==> src/lsm_pkg.sv <==
/*
 line side mux package: offsets, fields, timing, mode types.
 assumes a 100 MHz system clock.
*/
package lsm_pkg;
   // clock and timing
   localparam int CLK_PERIOD_NS = 10;
   localparam int MCLK_IDLE_NS  = 2000;
   localparam int MCLK_IDLE_CYC =
      (MCLK_IDLE_NS + CLK_PERIOD_NS - 1) / CLK_PERIOD_NS;
   localparam int TDN_HOLD_CYC  = 16;
   localparam int DPLL_OVERSMP  = 16;
   localparam int T1_DPLL_KHZ   = 24704;
   localparam int E1_DPLL_KHZ   = 32768;
   // register byte offsets
   localparam logic [7:0] OFS_GCFG = 8'h00;
   localparam logic [7:0] OFS_RSEL = 8'h04;
   localparam logic [7:0] OFS_SSEL = 8'h08;
   localparam logic [7:0] OFS_STAT = 8'h0c;
   // global config fields
   localparam int GC_CODE = 0;
   localparam int GC_TS   = 1;
   localparam int GC_CVEN = 4;
   localparam logic [4:0] GC_RST = 5'h00;
   // status fields
   localparam int ST_CV   = 0;
   localparam int ST_AMI  = 1;
   localparam int ST_E1   = 2;
   localparam int ST_MC   = 3;
   localparam int ST_MODE = 6;
   // template codes up to this value select E1
   localparam logic [2:0] TS_E1_MAX = 3'h2;
   // synchroniser vector positions
   localparam int SW = 15;
   localparam int IX_MC = 0;
   localparam int IX_TC = 1;
   localparam int IX_TP = 2;
   localparam int IX_TN = 3;
   localparam int IX_RC = 4;
   localparam int IX_RP = 5;
   localparam int IX_RN = 6;
   localparam int IX_SP = 7;
   localparam int IX_SN = 8;
   localparam int IX_LC = 9;
   localparam int IX_CE = 10;
   localparam int IX_HM = 11;
   localparam int IX_TS = 12;

   typedef enum logic [4:0] {
      MD_DCR  = 5'b00001,
      MD_DDR  = 5'b00010,
      MD_SR1  = 5'b00100,
      MD_SR2  = 5'b01000,
      MD_OFF  = 5'b10000
   } lsm_mode_type;

   typedef enum logic [2:0] {
      MC_RUN  = 3'b001,
      MC_HIGH = 3'b010,
      MC_LOW  = 3'b100
   } lsm_mclk_type;

   // pulse kinds of the line encoder
   typedef enum logic [1:0] {
      PK_ZERO = 2'h0,
      PK_BIP  = 2'h1,
      PK_VIOL = 2'h2
   } lsm_pulse_type;
endpackage : lsm_pkg

==> src/lsm_sys_mux.sv <==
/*
 one channel of the system side interface mux with line coder.
 assumes pins arrive unsynchronised and a wishbone classic master.
*/
// The implementer's own choices: the placing of the registers and the Wishbone slave port.
// Function
// - T1 or E1 choice is global, from template pins or register.
// - channel supports single rail, dual rail recovery, dual rail raw.
// - dual rail passes tx rails to line, rx rails and clock out.
// - after reset the channel is dual rail with clock recovery.
// - raw mode drives rx clock with xor of the two slicer outputs.
// - raw mode puts slicer outputs on rx rails without retiming.
// - single rail enables coder and flags violations on negative rail.
// - negative tx pin high over 16 tx clocks selects single rail one.
// - single rail two inserts a bipolar violation on request with AMI.
// - host bits recovery and single rail select pick the mode.
// - master clock high forces dual rail raw mode on every channel.
// - master clock low powers the receiver down; tx follows tx clock.
// - edge select picks rx clock and serial clock active edges.
// - rx outputs are active high, launched on active rx clock edge.
// - in raw mode edge select sets slicer output polarity.
// - serial data in is active high, sampled on serial clock rise.
// - tx data and insert are active high, sampled on tx clock fall.
// - rx data is decoded in single rail or sent undecoded NRZ.
// - code violations set a sticky status bit, enabled by the config register.
// - recovery loop runs at sixteen times line rate, T1 or E1.
// - line code bit or pin low is B8ZS/HDB3, high is AMI.
`timescale 1ns/1ps
module lsm_sys_mux #(
   parameter int IDLE_CYC = lsm_pkg::MCLK_IDLE_CYC
) (
   input  wire logic        clk_i,
   input  wire logic        rst_i,
   input  wire logic        wb_cyc_i,
   input  wire logic        wb_stb_i,
   input  wire logic        wb_we_i,
   input  wire logic [7:0]  wb_adr_i,
   input  wire logic [3:0]  wb_sel_i,
   input  wire logic [31:0] wb_dat_i,
   output logic      [31:0] wb_dat_o,
   output logic             wb_ack_o,
   input  wire logic        host_mode_i,
   input  wire logic        master_clock_i,
   input  wire logic [2:0]  template_select_i,
   input  wire logic        line_code_pin_i,
   input  wire logic        clock_edge_select_i,
   input  wire logic        tx_chan_clock_i,
   input  wire logic        tx_pos_rail_in_i,
   input  wire logic        tx_neg_rail_in_i,
   input  wire logic        slicer_pos_i,
   input  wire logic        slicer_neg_i,
   input  wire logic        dpll_clock_i,
   input  wire logic        dpll_pos_i,
   input  wire logic        dpll_neg_i,
   output logic             line_tx_tip_o,
   output logic             line_tx_ring_o,
   output logic             rx_pos_rail_out_o,
   output logic             rx_neg_rail_out_o,
   output logic             rx_recovered_clock_o,
   output logic             rx_power_down_o,
   output logic             e1_select_o,
   output logic             serial_out_fall_o,
   output lsm_pkg::lsm_mode_type mode_o
);
   import lsm_pkg::*;

   logic [SW-1:0] s1_reg, s2_reg, s3_reg, pv_reg, pr_reg;
   logic          tc_fall, rc_rise, rc_fall, act_edge;
   lsm_mclk_type  mc_reg;
   logic [15:0]   idle_reg;
   logic [4:0]    gcfg_reg;
   logic          recovery_select_reg, single_rail_select_reg;
   logic          cv_st_reg;
   logic [4:0]    tdn_cnt_reg;
   logic          stuck, host, e1, ami, ces, sgl;
   logic [2:0]    ts;
   lsm_mode_type  mode_reg, mode_next;
   logic [7:0]    dl_reg;
   logic          ins_reg, lp_reg, par_reg;
   logic [3:0]    sub_reg, len, sub_next;
   logic          ob, zwin;
   lsm_pulse_type kind;
   logic [7:0]    hm_reg, hv_reg, nm, nv;
   logic          rlp_reg, dec_reg, cv_reg, dp_reg, dn_reg;
   logic          rmk, rvi;
   logic          wr, hit_g;
   ////////////////////////////////////////////////////////////
   // pin synchronisers: change accepted when stages 2, 3 agree
   always_ff @(posedge clk_i) begin
      if (rst_i) begin
         {s1_reg, s2_reg, s3_reg, pv_reg, pr_reg} <= '0;
      end else begin
         s1_reg <= {template_select_i, host_mode_i,
                    clock_edge_select_i, line_code_pin_i,
                    slicer_neg_i, slicer_pos_i, dpll_neg_i,
                    dpll_pos_i, dpll_clock_i, tx_neg_rail_in_i,
                    tx_pos_rail_in_i, tx_chan_clock_i,
                    master_clock_i};
         s2_reg <= s1_reg;
         s3_reg <= s2_reg;
         pv_reg <= (pv_reg & (s2_reg ^ s3_reg))
                 | (s3_reg & ~(s2_reg ^ s3_reg));
         pr_reg <= pv_reg;
      end
   end
   // edge events on the filtered pins
   assign tc_fall = pr_reg[IX_TC] & ~pv_reg[IX_TC];
   assign rc_rise = ~pr_reg[IX_RC] & pv_reg[IX_RC];
   assign rc_fall = pr_reg[IX_RC] & ~pv_reg[IX_RC];
   assign ces     = pv_reg[IX_CE];
   assign act_edge = ces ? rc_rise : rc_fall;
   assign host    = pv_reg[IX_HM];

   ////////////////////////////////////////////////////////////
   // master clock watch: running, stuck high or stuck low
   always_ff @(posedge clk_i) begin
      if (rst_i) begin
         mc_reg   <= MC_RUN;
         idle_reg <= '0;
      end else if (pr_reg[IX_MC] ^ pv_reg[IX_MC]) begin
         mc_reg   <= MC_RUN;
         idle_reg <= '0;
      end else if (idle_reg >= 16'(IDLE_CYC)) begin
         mc_reg   <= pv_reg[IX_MC] ? MC_HIGH : MC_LOW;
      end else begin
         idle_reg <= idle_reg + 16'h0001;
      end
   end

   ////////////////////////////////////////////////////////////
   // global choices, same for every channel
   assign ts  = host ? gcfg_reg[GC_TS +: 3]
                     : pv_reg[IX_TS +: 3];
   assign e1  = (ts <= TS_E1_MAX);
   assign ami = host ? gcfg_reg[GC_CODE]
                     : pv_reg[IX_LC];
   // high count of the negative tx pin, cleared when it drops
   always_ff @(posedge clk_i) begin
      if (rst_i) begin
         tdn_cnt_reg <= '0;
      end else if (tc_fall) begin
         if (!pv_reg[IX_TN]) begin
            tdn_cnt_reg <= '0;
         end else if (tdn_cnt_reg != 5'h1f) begin
            tdn_cnt_reg <= tdn_cnt_reg + 5'h01;
         end
      end
   end
   assign stuck = (tdn_cnt_reg > 5'(TDN_HOLD_CYC));

   ////////////////////////////////////////////////////////////
   // interface mode selection
   always_comb begin
      if (mc_reg == MC_LOW) begin
         mode_next = MD_OFF;
      end else if (mc_reg == MC_HIGH) begin
         mode_next = MD_DDR;
      end else if (stuck) begin
         mode_next = MD_SR1;
      end else if (host && single_rail_select_reg
                   && !recovery_select_reg) begin
         mode_next = MD_SR2;
      end else if (host && recovery_select_reg
                   && !single_rail_select_reg) begin
         mode_next = MD_DDR;
      end else begin
         mode_next = MD_DCR;
      end
   end

   always_ff @(posedge clk_i) begin
      if (rst_i) begin
         mode_reg <= MD_DCR;
      end else begin
         mode_reg <= mode_next;
      end
   end
   assign sgl = (mode_reg == MD_SR1) || (mode_reg == MD_SR2);

   ////////////////////////////////////////////////////////////
   // encoder: lookahead length and substitution slots
   always_comb begin
      len  = ami ? 4'h1 : (e1 ? 4'h4 : 4'h8);
      ob   = dl_reg[len[2:0] - 3'h1];
      zwin = e1 ? (dl_reg[3:0] == 4'h0) : (dl_reg == 8'h00);
      kind = PK_ZERO;
      sub_next = 4'h0;
      if (sub_reg != 4'h0) begin
         sub_next = sub_reg - 4'h1;
         if (e1) begin
            if (sub_reg == 4'h4 && !par_reg) kind = PK_BIP;
            if (sub_reg == 4'h1) kind = PK_VIOL;
         end else begin
            if (sub_reg == 4'h5 || sub_reg == 4'h2) kind = PK_VIOL;
            if (sub_reg == 4'h4 || sub_reg == 4'h1) kind = PK_BIP;
         end
      end else if (!ami && zwin) begin
         sub_next = len - 4'h1;
         if (e1 && !par_reg) kind = PK_BIP;
      end else if (ob) begin
         kind = ins_reg ? PK_VIOL : PK_BIP;
      end
   end
   // transmit path, stepped on the tx clock falling edge
   always_ff @(posedge clk_i) begin
      if (rst_i) begin
         {dl_reg, ins_reg, lp_reg, par_reg, sub_reg} <= '0;
         {line_tx_tip_o, line_tx_ring_o} <= 2'h0;
      end else if (tc_fall) begin
         if (!sgl) begin
            line_tx_tip_o <= pv_reg[IX_TP];
            line_tx_ring_o <= pv_reg[IX_TN];
            sub_reg <= '0;
         end else begin
            dl_reg <= {dl_reg[6:0], pv_reg[IX_TP]};
            ins_reg <= pv_reg[IX_TN] && ami
                       && (mode_reg == MD_SR2);
            sub_reg <= sub_next;
            line_tx_tip_o <= 1'b0;
            line_tx_ring_o <= 1'b0;
            if (kind == PK_BIP) begin
               line_tx_tip_o <= ~lp_reg;
               line_tx_ring_o <= lp_reg;
               lp_reg <= ~lp_reg;
               par_reg <= ~par_reg;
            end else if (kind == PK_VIOL) begin
               line_tx_tip_o <= lp_reg;
               line_tx_ring_o <= ~lp_reg;
               par_reg <= 1'b0;
            end
         end
      end
   end

   ////////////////////////////////////////////////////////////
   // decoder history with substitution removal
   always_comb begin
      rmk = pv_reg[IX_RP] | pv_reg[IX_RN];
      rvi = rmk && (pv_reg[IX_RP] == rlp_reg);
      nm = {hm_reg[6:0], rmk};
      nv = {hv_reg[6:0], rvi};
      if (!ami && e1 && nv[0] && nm[2:1] == 2'h0) begin
         nm[3:0] = 4'h0;
         nv[3:0] = 4'h0;
      end
      if (!ami && !e1 && nm == 8'h1b && nv[4] && nv[1]) begin
         nm = 8'h00;
         nv = 8'h00;
      end
   end
   // receive sample on the recovered clock rise
   always_ff @(posedge clk_i) begin
      if (rst_i) begin
         {hm_reg, hv_reg, rlp_reg, dec_reg, cv_reg, dp_reg, dn_reg} <= '0;
      end else if (rc_rise) begin
         hm_reg <= nm;
         hv_reg <= nv;
         if (rmk) rlp_reg <= pv_reg[IX_RP];
         dec_reg <= nm[len[2:0] - 3'h1];
         cv_reg <= nv[len[2:0] - 3'h1];
         dp_reg <= pv_reg[IX_RP];
         dn_reg <= pv_reg[IX_RN];
      end
   end
   ////////////////////////////////////////////////////////////
   // receive outputs per mode
   always_ff @(posedge clk_i) begin
      if (rst_i || mode_reg == MD_OFF) begin
         {rx_pos_rail_out_o, rx_neg_rail_out_o} <= 2'h0;
         rx_recovered_clock_o <= 1'h0;
      end else if (mode_reg == MD_DDR) begin
         rx_pos_rail_out_o <= pv_reg[IX_SP] ^ ~ces;
         rx_neg_rail_out_o <= pv_reg[IX_SN] ^ ~ces;
         rx_recovered_clock_o <= pv_reg[IX_SP]
                                 ^ pv_reg[IX_SN];
      end else begin
         rx_recovered_clock_o <= pv_reg[IX_RC];
         if (act_edge) begin
            rx_pos_rail_out_o <= sgl ? dec_reg : dp_reg;
            rx_neg_rail_out_o <= sgl ? cv_reg : dn_reg;
         end
      end
   end
   // side outputs: loop rate, serial edges, mode, power down
   always_ff @(posedge clk_i) begin
      if (rst_i) begin
         {e1_select_o, serial_out_fall_o, rx_power_down_o} <= 3'h0;
         mode_o <= MD_DCR;
      end else begin
         e1_select_o <= e1;
         serial_out_fall_o <= ces;
         rx_power_down_o <= (mode_reg == MD_OFF);
         mode_o <= mode_reg;
      end
   end

   ////////////////////////////////////////////////////////////
   // wishbone slave, ack one cycle after the request
   // writes land at the edge that sees ack high, as the master expects
   assign wr    = wb_cyc_i && wb_stb_i && wb_we_i && wb_ack_o
                  && wb_sel_i[0];
   assign hit_g = (wb_adr_i == OFS_GCFG);
   always_ff @(posedge clk_i) begin
      if (rst_i) begin
         wb_ack_o <= 1'b0;
         wb_dat_o <= '0;
      end else begin
         wb_ack_o <= wb_cyc_i && wb_stb_i && !wb_ack_o;
         case (wb_adr_i)
            OFS_GCFG: wb_dat_o <= {27'h0, gcfg_reg};
            OFS_RSEL: wb_dat_o <= {31'h0, recovery_select_reg};
            OFS_SSEL: wb_dat_o <= {31'h0, single_rail_select_reg};
            OFS_STAT: wb_dat_o <= {21'h0, mode_reg, mc_reg,
                                   e1, ami, cv_st_reg};
            default:  wb_dat_o <= '0;
         endcase
      end
   end
   // config registers and sticky violation status
   always_ff @(posedge clk_i) begin
      if (rst_i) begin
         gcfg_reg <= GC_RST;
         {recovery_select_reg, single_rail_select_reg, cv_st_reg} <= 3'h0;
      end else begin
         if (wr && hit_g) gcfg_reg <= wb_dat_i[4:0];
         if (wr && wb_adr_i == OFS_RSEL)
            recovery_select_reg <= wb_dat_i[0];
         if (wr && wb_adr_i == OFS_SSEL)
            single_rail_select_reg <= wb_dat_i[0];
         if (rc_rise && sgl && gcfg_reg[GC_CVEN]
             && nv[len[2:0] - 3'h1]) begin
            cv_st_reg <= 1'b1;
         end else if (wr && wb_adr_i == OFS_STAT
                      && wb_dat_i[ST_CV]) begin
            cv_st_reg <= 1'b0;
         end
      end
   end
endmodule : lsm_sys_mux

==> config.mk <==
export PLATFORM = sky130hd
export DESIGN_NAME = lsm_sys_mux
export DESIGN_NICKNAME = d
export VERILOG_FILES = /design/src/lsm_pkg.sv /design/src/lsm_sys_mux.sv
export SDC_FILE = /design/constraint.sdc
export NUM_CORES = 1
export LEC_CHECK = 0
export ABC_CLOCK_PERIOD_IN_PS = 5850
export BUFFER_PORTS_ARGS = -buffer_cell sky130_fd_sc_hd__buf_2
export CORE_MARGIN = 2
export CORE_UTILIZATION = 55
export DETAILED_ROUTE_END_ITERATION = 8
export PLACE_DENSITY = 0.79
export SLEW_MARGIN = 20
export SYNTH_ARGS = -nofsm -noshare
export SYNTH_HDL_FRONTEND = slang
export SYNTH_SLANG_ARGS = --single-unit
export TNS_END_PERCENT = 1
==> constraint.sdc <==
create_clock -name clk_i -period 5.85 [get_ports clk_i]
set_clock_uncertainty 0.05 [all_clocks]
set_input_delay 1.4625 -clock clk_i [delete_from_list [all_inputs] [get_ports clk_i]]
set_output_delay 1.4625 -clock clk_i [all_outputs]
set_load 0.1 [all_outputs]
==> impl_metrics.env, run 1 <==
export IMPL_outcome="complete, no violations"
export IMPL_cts_sinks=159
export IMPL_dp_final_hpwl_mm=8.29
export IMPL_worst_pin_slew_ns=0.869
export IMPL_p_int_w=0.00179
export IMPL_min_path_type="register to register"
export IMPL_hold_viol_final=0
export IMPL_fmax_mhz=317
export IMPL_postCtsSetupBuffers=0
export IMPL_drt_pass1_iter_count=5
export IMPL_tritoncts="built"
export IMPL_drv_cap=0
export IMPL_reg2reg_depth=8
export IMPL_place_congestion=0.872
export IMPL_drtAntennaViolNets=0
export IMPL_cpMaxStageDelayCell="a211oi_1"
export IMPL_cts_root_buffer_cell="clkbuf_8"
export IMPL_worstSetupEndpointType="register"
export IMPL_synth_async_reset_ratio=0
export IMPL_fin_cells=869
export IMPL_drive_above_1_share=0.150
export IMPL_ys_ff_latch=159
export IMPL_syn_inst=662
export IMPL_routed_wl_mm=12.1
export IMPL_final_max_slew_viol_count=0
export IMPL_crit_chain="a211oi_1, a21oi_2, mux2i_1, o21ai_0, a211oi_1, ha_1, or4b_1, a21oi_1"
export IMPL_drtIter0Drc=259
export IMPL_fin_crit_sh=0.540
export IMPL_synth_ff_type="dfxtp_1"
export IMPL_final_nets=790
export IMPL_grt_pass1_vias=4429
export IMPL_grt_usage=0.213
export IMPL_synth_edff_count=0
export IMPL_area_growth_pct=14.9
export IMPL_power_frac_seq=0.473
export IMPL_p_switching_w=0.000551
export IMPL_min_period_ns=3.16
export IMPL_power_w=0.00234
export IMPL_clkLatencyLatePin_ns=0.54
export IMPL_n_antenna_cell=0
export IMPL_path_max_fanout=13
export IMPL_fp_dieArea_um2=12100
export IMPL_clockBufferDepth=2
export IMPL_numPlacedInstances=837
export IMPL_core_region_area_um2=10900
export IMPL_worstSetupPathType="register to register"
export IMPL_synth_cell_types=61
export IMPL_grt_max_degree=83
export IMPL_vdd_drop_max_v=0.000209
export IMPL_setup_viol=0
export IMPL_port_buffers=58
export IMPL_num_rows=38
export IMPL_dr_total_vias=4752
export IMPL_die_width_um=110
export IMPL_numCtsBuffers=17
export IMPL_ys_seq_area_frac=0.514
export IMPL_avgSynthCellArea_um2=9.35
export IMPL_crit_path_start_kind="register"
export IMPL_cpMostUsedCell="a211oi_1"
export IMPL_p_comb_frac=0.050
export IMPL_rsz0062_at_grt="false"
export IMPL_fin_tns_setup_ns=0
export IMPL_synth_area_um2=6190
export IMPL_p_leak_nw=2.77
export IMPL_ctsResizeCount=0
export IMPL_r2r_end="par_reg"
export IMPL_grt_antenna_before_repair=0
export IMPL_start_util=0.568
export IMPL_wl_per_cell_um=13.9
export IMPL_cp_data_arrival_time_ns=3.56
export IMPL_p_per_area_nw_per_um2=329
export IMPL_yosysWarnings=0
export IMPL_ioPinCount=110
export IMPL_path_depth=8
export IMPL_holdPathStages=1
export IMPL_clock_power_share=0.477
export IMPL_gr_total_overflow=0
export IMPL_viasPerCell=5.47
export IMPL_die_h_um=110
export IMPL_largest_reg_flops=16
export IMPL_crit_buf_inv=0
export IMPL_relSlewSlack=0.419
export IMPL_crit_family="compound AO/OA/AOI/OAI gates"
export IMPL_required_ns=6.25
export IMPL_slowest_delay_ns=0.68
export IMPL_h_tree_depth=4
export IMPL_min_to="s2_reg[5]"
export IMPL_hp_start="s1_reg[5]"
export IMPL_holdBufCountCts=0
export IMPL_cts_clk_slew_worst_paths_ns=0.06
export IMPL_route_detailed_drc=0
export IMPL_swShare=0.236
export IMPL_grt_first_pass_wirelength_mm=19.9
export IMPL_rrSetupSlack_ns=2.69
export IMPL_n_fill_cell=862
-- cell families after synthesis --
| family | Yosys count | synth area share |
|---|---|---|
| other cells | 1 | 0.000606 |
| mux | 22 | 0.0378 |
| simple gates | 276 | 0.239 |
| fa+ha+maj | 10 | 0.0202 |
| flops | 159 | 0.514 |
| compound gates | 127 | 0.125 |
| buf+inv | 56 | 0.0473 |
| xor+xnor | 11 | 0.0156 |
-- metal layers --
layer,track usage,wire (um),vias up
li1,-,-,2350
met3,0.0576,656,30
met4,0.0940,269,0
met2,0.358,5900,139
met5,0,0,-
met1,0.255,5280,2233
-- final cells by class --
type	instances	area, um^2	share of cell area
clock buffers	18	428	0.0602
clock inverters	14	179	0.0252
inverters	11	41.3	0.00581
multi-input cells	467	2790	0.393
flip-flops and latches	159	3180	0.448
well taps	140	175	0.0246
repair buffers	60	308	0.0433
-- synthesized netlist by cell type (4+ instances only) --
cell type,count,area share
and2_1,18,0.018
o21ai_0,31,0.025
a32o_1,4,0.0065
buf_4,21,0.025
a22oi_1,7,0.0085
nor3_1,6,0.0049
nand2_1,69,0.042
nand3b_1,6,0.0073
nand4_1,5,0.0051
nor3b_1,5,0.0061
nor2_1,50,0.030
clkbuf_1,19,0.012
a21o_1,4,0.0049
a21oi_1,52,0.042
nor2b_1,61,0.062
nand2b_1,8,0.0081
ha_1,10,0.020
xnor2_1,8,0.011
a31oi_1,4,0.0040
mux2i_1,20,0.032
or3_1,4,0.0040
a211oi_1,5,0.0061
nor4_1,6,0.0061
inv_1,11,0.0067
dfxtp_1,159,0.51
nand3_1,16,0.013
-- power by group through the flow --
| stage | Combinational [W] | Sequential (W) | Clock [W] |
|---|---|---|---|
| 2_1_floorplan | 0.000103 | 0.00114 | 0 |
| 3_3_place_gp | 0.000116 | 0.00113 | 0 |
| 5_1_grt | 0.000126 | 0.00111 | 0.00117 |
| 6_report | 0.000118 | 0.00111 | 0.00112 |
| 3_5_place_dp | 0.000118 | 0.00113 | 0 |
| 4_1_cts | 0.000119 | 0.00111 | 0.00113 |
-- per-stage QoR --
step	util	worst slack [ns]	hold WS, ns	area, um^2
3_3_place_gp	0.597	2.59	0.363	6490
4_1_cts	0.652	2.49	0.385	7100
6_report	0.653	2.69	0.383	7110
3_5_place_dp	0.597	2.55	0.370	6490
2_1_floorplan	-	3.06	0.364	6260
5_1_grt	0.653	2.48	0.394	7110
-- worst max-delay path by stage --
stage | endpoint | from | slack [ns]
4_1_cts | par_reg | register | 2.49
2_1_floorplan | gcfg_reg[0] | wb_adr_i[1] | 3.06
3_3_place_gp | hv_reg[3] | rst_i | 2.59
5_1_grt | line_tx_ring_o | register | 2.48
3_5_place_dp | par_reg | register | 2.55
6_report | par_reg | register | 2.69
-- cell usage in the layout, fill, tap and decap left out, drive strengths merged, types with 4 or more instances in the layout --
cell,Yosys,layout
nor3,8,8
nand2,69,69
nor3b,6,6
clkbuf,19,18
or4,4,4
and2,18,18
conb,1,21
a21o,4,4
nor4,7,7
a32o,4,4
a22oi,7,7
dfxtp,159,159
inv,11,16
or3,5,5
nor2,50,50
o21ai,31,31
a31oi,4,4
xnor2,8,8
a211oi,5,5
nand3,16,16
nand4,5,5
nor2b,61,61
a21oi,52,52
nand3b,6,6
buf,26,60
ha,10,10
nand2b,8,8
mux2i,20,20
-- worst register-to-register path: stages (launching register included) --
cell	delay, ns
dfxtp_1	0.40
a211oi_1	0.68
a21oi_2	0.29
mux2i_1	0.18
o21ai_0	0.36
a211oi_1	0.15
ha_1	0.33
or4b_1	0.47
a21oi_1	0.16
(Power assumes the default switching activity.)
==> run 2, diff against run 1 <==
--- a/config.mk
+++ b/config.mk
@@ -5,12 +5,12 @@
 export SDC_FILE = /design/constraint.sdc
 export NUM_CORES = 1
 export LEC_CHECK = 0
-export ABC_CLOCK_PERIOD_IN_PS = 5850
+export ABC_CLOCK_PERIOD_IN_PS = 2630
 export BUFFER_PORTS_ARGS = -buffer_cell sky130_fd_sc_hd__buf_2
 export CORE_MARGIN = 2
-export CORE_UTILIZATION = 55
+export CORE_UTILIZATION = 50
 export DETAILED_ROUTE_END_ITERATION = 8
-export PLACE_DENSITY = 0.79
+export PLACE_DENSITY = 0.75
 export SLEW_MARGIN = 20
 export SYNTH_ARGS = -nofsm -noshare
 export SYNTH_HDL_FRONTEND = slang
==> constraint.sdc (replaced) <==
create_clock -name clk_i -period 2.63 [get_ports clk_i]
set_clock_uncertainty 0.05 [all_clocks]
set_input_delay 0.6575 -clock clk_i [delete_from_list [all_inputs] [get_ports clk_i]]
set_output_delay 0.6575 -clock clk_i [all_outputs]
set_load 0.1 [all_outputs]
==> impl_metrics.env, run 2 (synthesized netlist as in run 1, its figures left out) <==
export IMPL_outcome="complete, no violations"
export IMPL_grt_first_pass_wirelength_mm=20.8
export IMPL_worstSetupEndpointType="register"
export IMPL_final_nets=813
export IMPL_start_util=0.513
export IMPL_worstSetupPathType="register to register"
export IMPL_dr_total_vias=4871
export IMPL_grt_usage=0.199
export IMPL_place_congestion=0.875
export IMPL_fp_dieArea_um2=13300
export IMPL_largest_reg_flops=16
export IMPL_final_common_cell="dfxtp_1"
export IMPL_hp_start="s1_reg[9]"
export IMPL_cts_sinks=159
export IMPL_regArea_um2=3190
export IMPL_crit_family="compound AO/OA/AOI/OAI gates"
export IMPL_cpMaxStageDelayCell="or4b_1"
export IMPL_path_max_fanout=6
export IMPL_cts_clk_slew_worst_paths_ns=0.06
export IMPL_num_rows=40
export IMPL_p_leak_nw=2.91
export IMPL_dp_final_hpwl_mm=8.75
export IMPL_die_width_um=115
export IMPL_n_fill_cell=974
export IMPL_gr_total_overflow=0
export IMPL_hold_viol_final=0
export IMPL_relSlewSlack=0.504
export IMPL_cp_data_arrival_time_ns=2.90
export IMPL_routed_wl_mm=12.8
export IMPL_drtAntennaViolNets=0
export IMPL_crit_buf_inv=2
export IMPL_die_h_um=115
export IMPL_port_buffers=58
export IMPL_layout_common_cells="dfxtp_1 (156), nand2_1 (69), nor2b_1 (60)"
export IMPL_viasPerCell=5.29
export IMPL_drv_cap=0
export IMPL_numCtsBuffers=17
export IMPL_drt_pass1_iter_count=8
export IMPL_area_growth_pct=19.8
export IMPL_final_max_slew_viol_count=0
export IMPL_grt_pass1_vias=4515
export IMPL_use_met3=0.0538
export IMPL_grt_antenna_before_repair=0
export IMPL_route_detailed_drc=0
export IMPL_grt_use_met2=0.328
export IMPL_setup_viol=0
export IMPL_fmax_mhz=385
export IMPL_required_ns=2.93
export IMPL_min_period_ns=2.60
export IMPL_h_tree_depth=4
export IMPL_vdd_drop_max_v=0.000448
export IMPL_crit_chain="buf_6, nor2b_4, a21oi_4, mux2i_1, o21ai_0, buf_4, a32o_1, ha_1, or4b_1, a21oi_1"
export IMPL_n_antenna_cell=0
export IMPL_min_path_type="register to register"
export IMPL_core_region_area_um2=12100
export IMPL_drive_above_1_share=0.191
export IMPL_clockBufferDepth=2
export IMPL_multiInputGateArea_um2=2870
export IMPL_fin_tns_setup_ns=0
export IMPL_clkLatencyLatePin_ns=0.43
export IMPL_wl_per_cell_um=13.9
export IMPL_drtIter0Drc=318
export IMPL_crit_path_start_kind="register"
export IMPL_slowest_delay_ns=0.51
export IMPL_ioPinCount=110
export IMPL_worst_pin_slew_ns=0.737
export IMPL_holdBufCountCts=0
export IMPL_grt_use_met1=0.246
export IMPL_grt_busiest_layer="met2"
export IMPL_rsz0062_at_grt="true"
export IMPL_fin_crit_sh=0.987
export IMPL_fin_util=0.615
export IMPL_cts_root_buffer_cell="clkbuf_16"
export IMPL_p_per_area_nw_per_um2=706
export IMPL_tritoncts="built"
export IMPL_grt_max_degree=56
[run 2: worst paths after layout]
| kind | to | slack (ns) | depth (start not counted) |
|---|---|---|---|
| worst min-delay path | s2_reg[9] | 0.39 | 1 |
| worst max register to register | par_reg | 0.03 | 10 |
| worst min register to register | s2_reg[9] | 0.39 | 1 |
| worst max-delay path | par_reg | 0.03 | 10 |
[run 2: what timing repair did]
action                     in CTS  in global routing
cloned                          0                  0
buffers inserted                1                  4
setup endpoints to repair       2                  3
gates resized for setup         3                 21
pin swaps                       0                  7
[run 2: per-stage QoR]
stage               power [W]  area (um^2)  instances  worst slack, ns  hold slack (ns)
finish                0.00524         7410        920           0.0349            0.387
global placement      0.00278         6670        883           0.0141            0.369
global route          0.00542         7410        920           -0.141            0.376
detailed placement    0.00278         6670        883           -0.113            0.372
CTS                   0.00528         7290        916           0.0797            0.375
floorplan             0.00276         6260        682            0.124            0.364
[run 2: layout make-up]
| class | count | share of cell area |
|---|---|---|
| Clock buffer | 18 | 0.0579 |
| Multi-Input combinational cell | 467 | 0.387 |
| Tap cell | 168 | 0.0284 |
| Inverter | 11 | 0.00557 |
| Sequential cell | 159 | 0.430 |
| Clock inverter | 14 | 0.0245 |
| Timing Repair Buffer | 83 | 0.0663 |
[run 2: routing by layer]
metal	wire length (um)	up-vias	share of wire
li1	-	2395	-
met2	6350	145	0.50
met3	636	22	0.050
met1	5540	2309	0.43
met4	240	0	0.019
met5	0	-	0
[run 2: report_power, final]
part	internal, W	switching (W)
Clock	0.00151	0.000994
Combinational	0.0000543	0.000217
Sequential	0.00244	0.0000191
Total	0.00401	0.00123
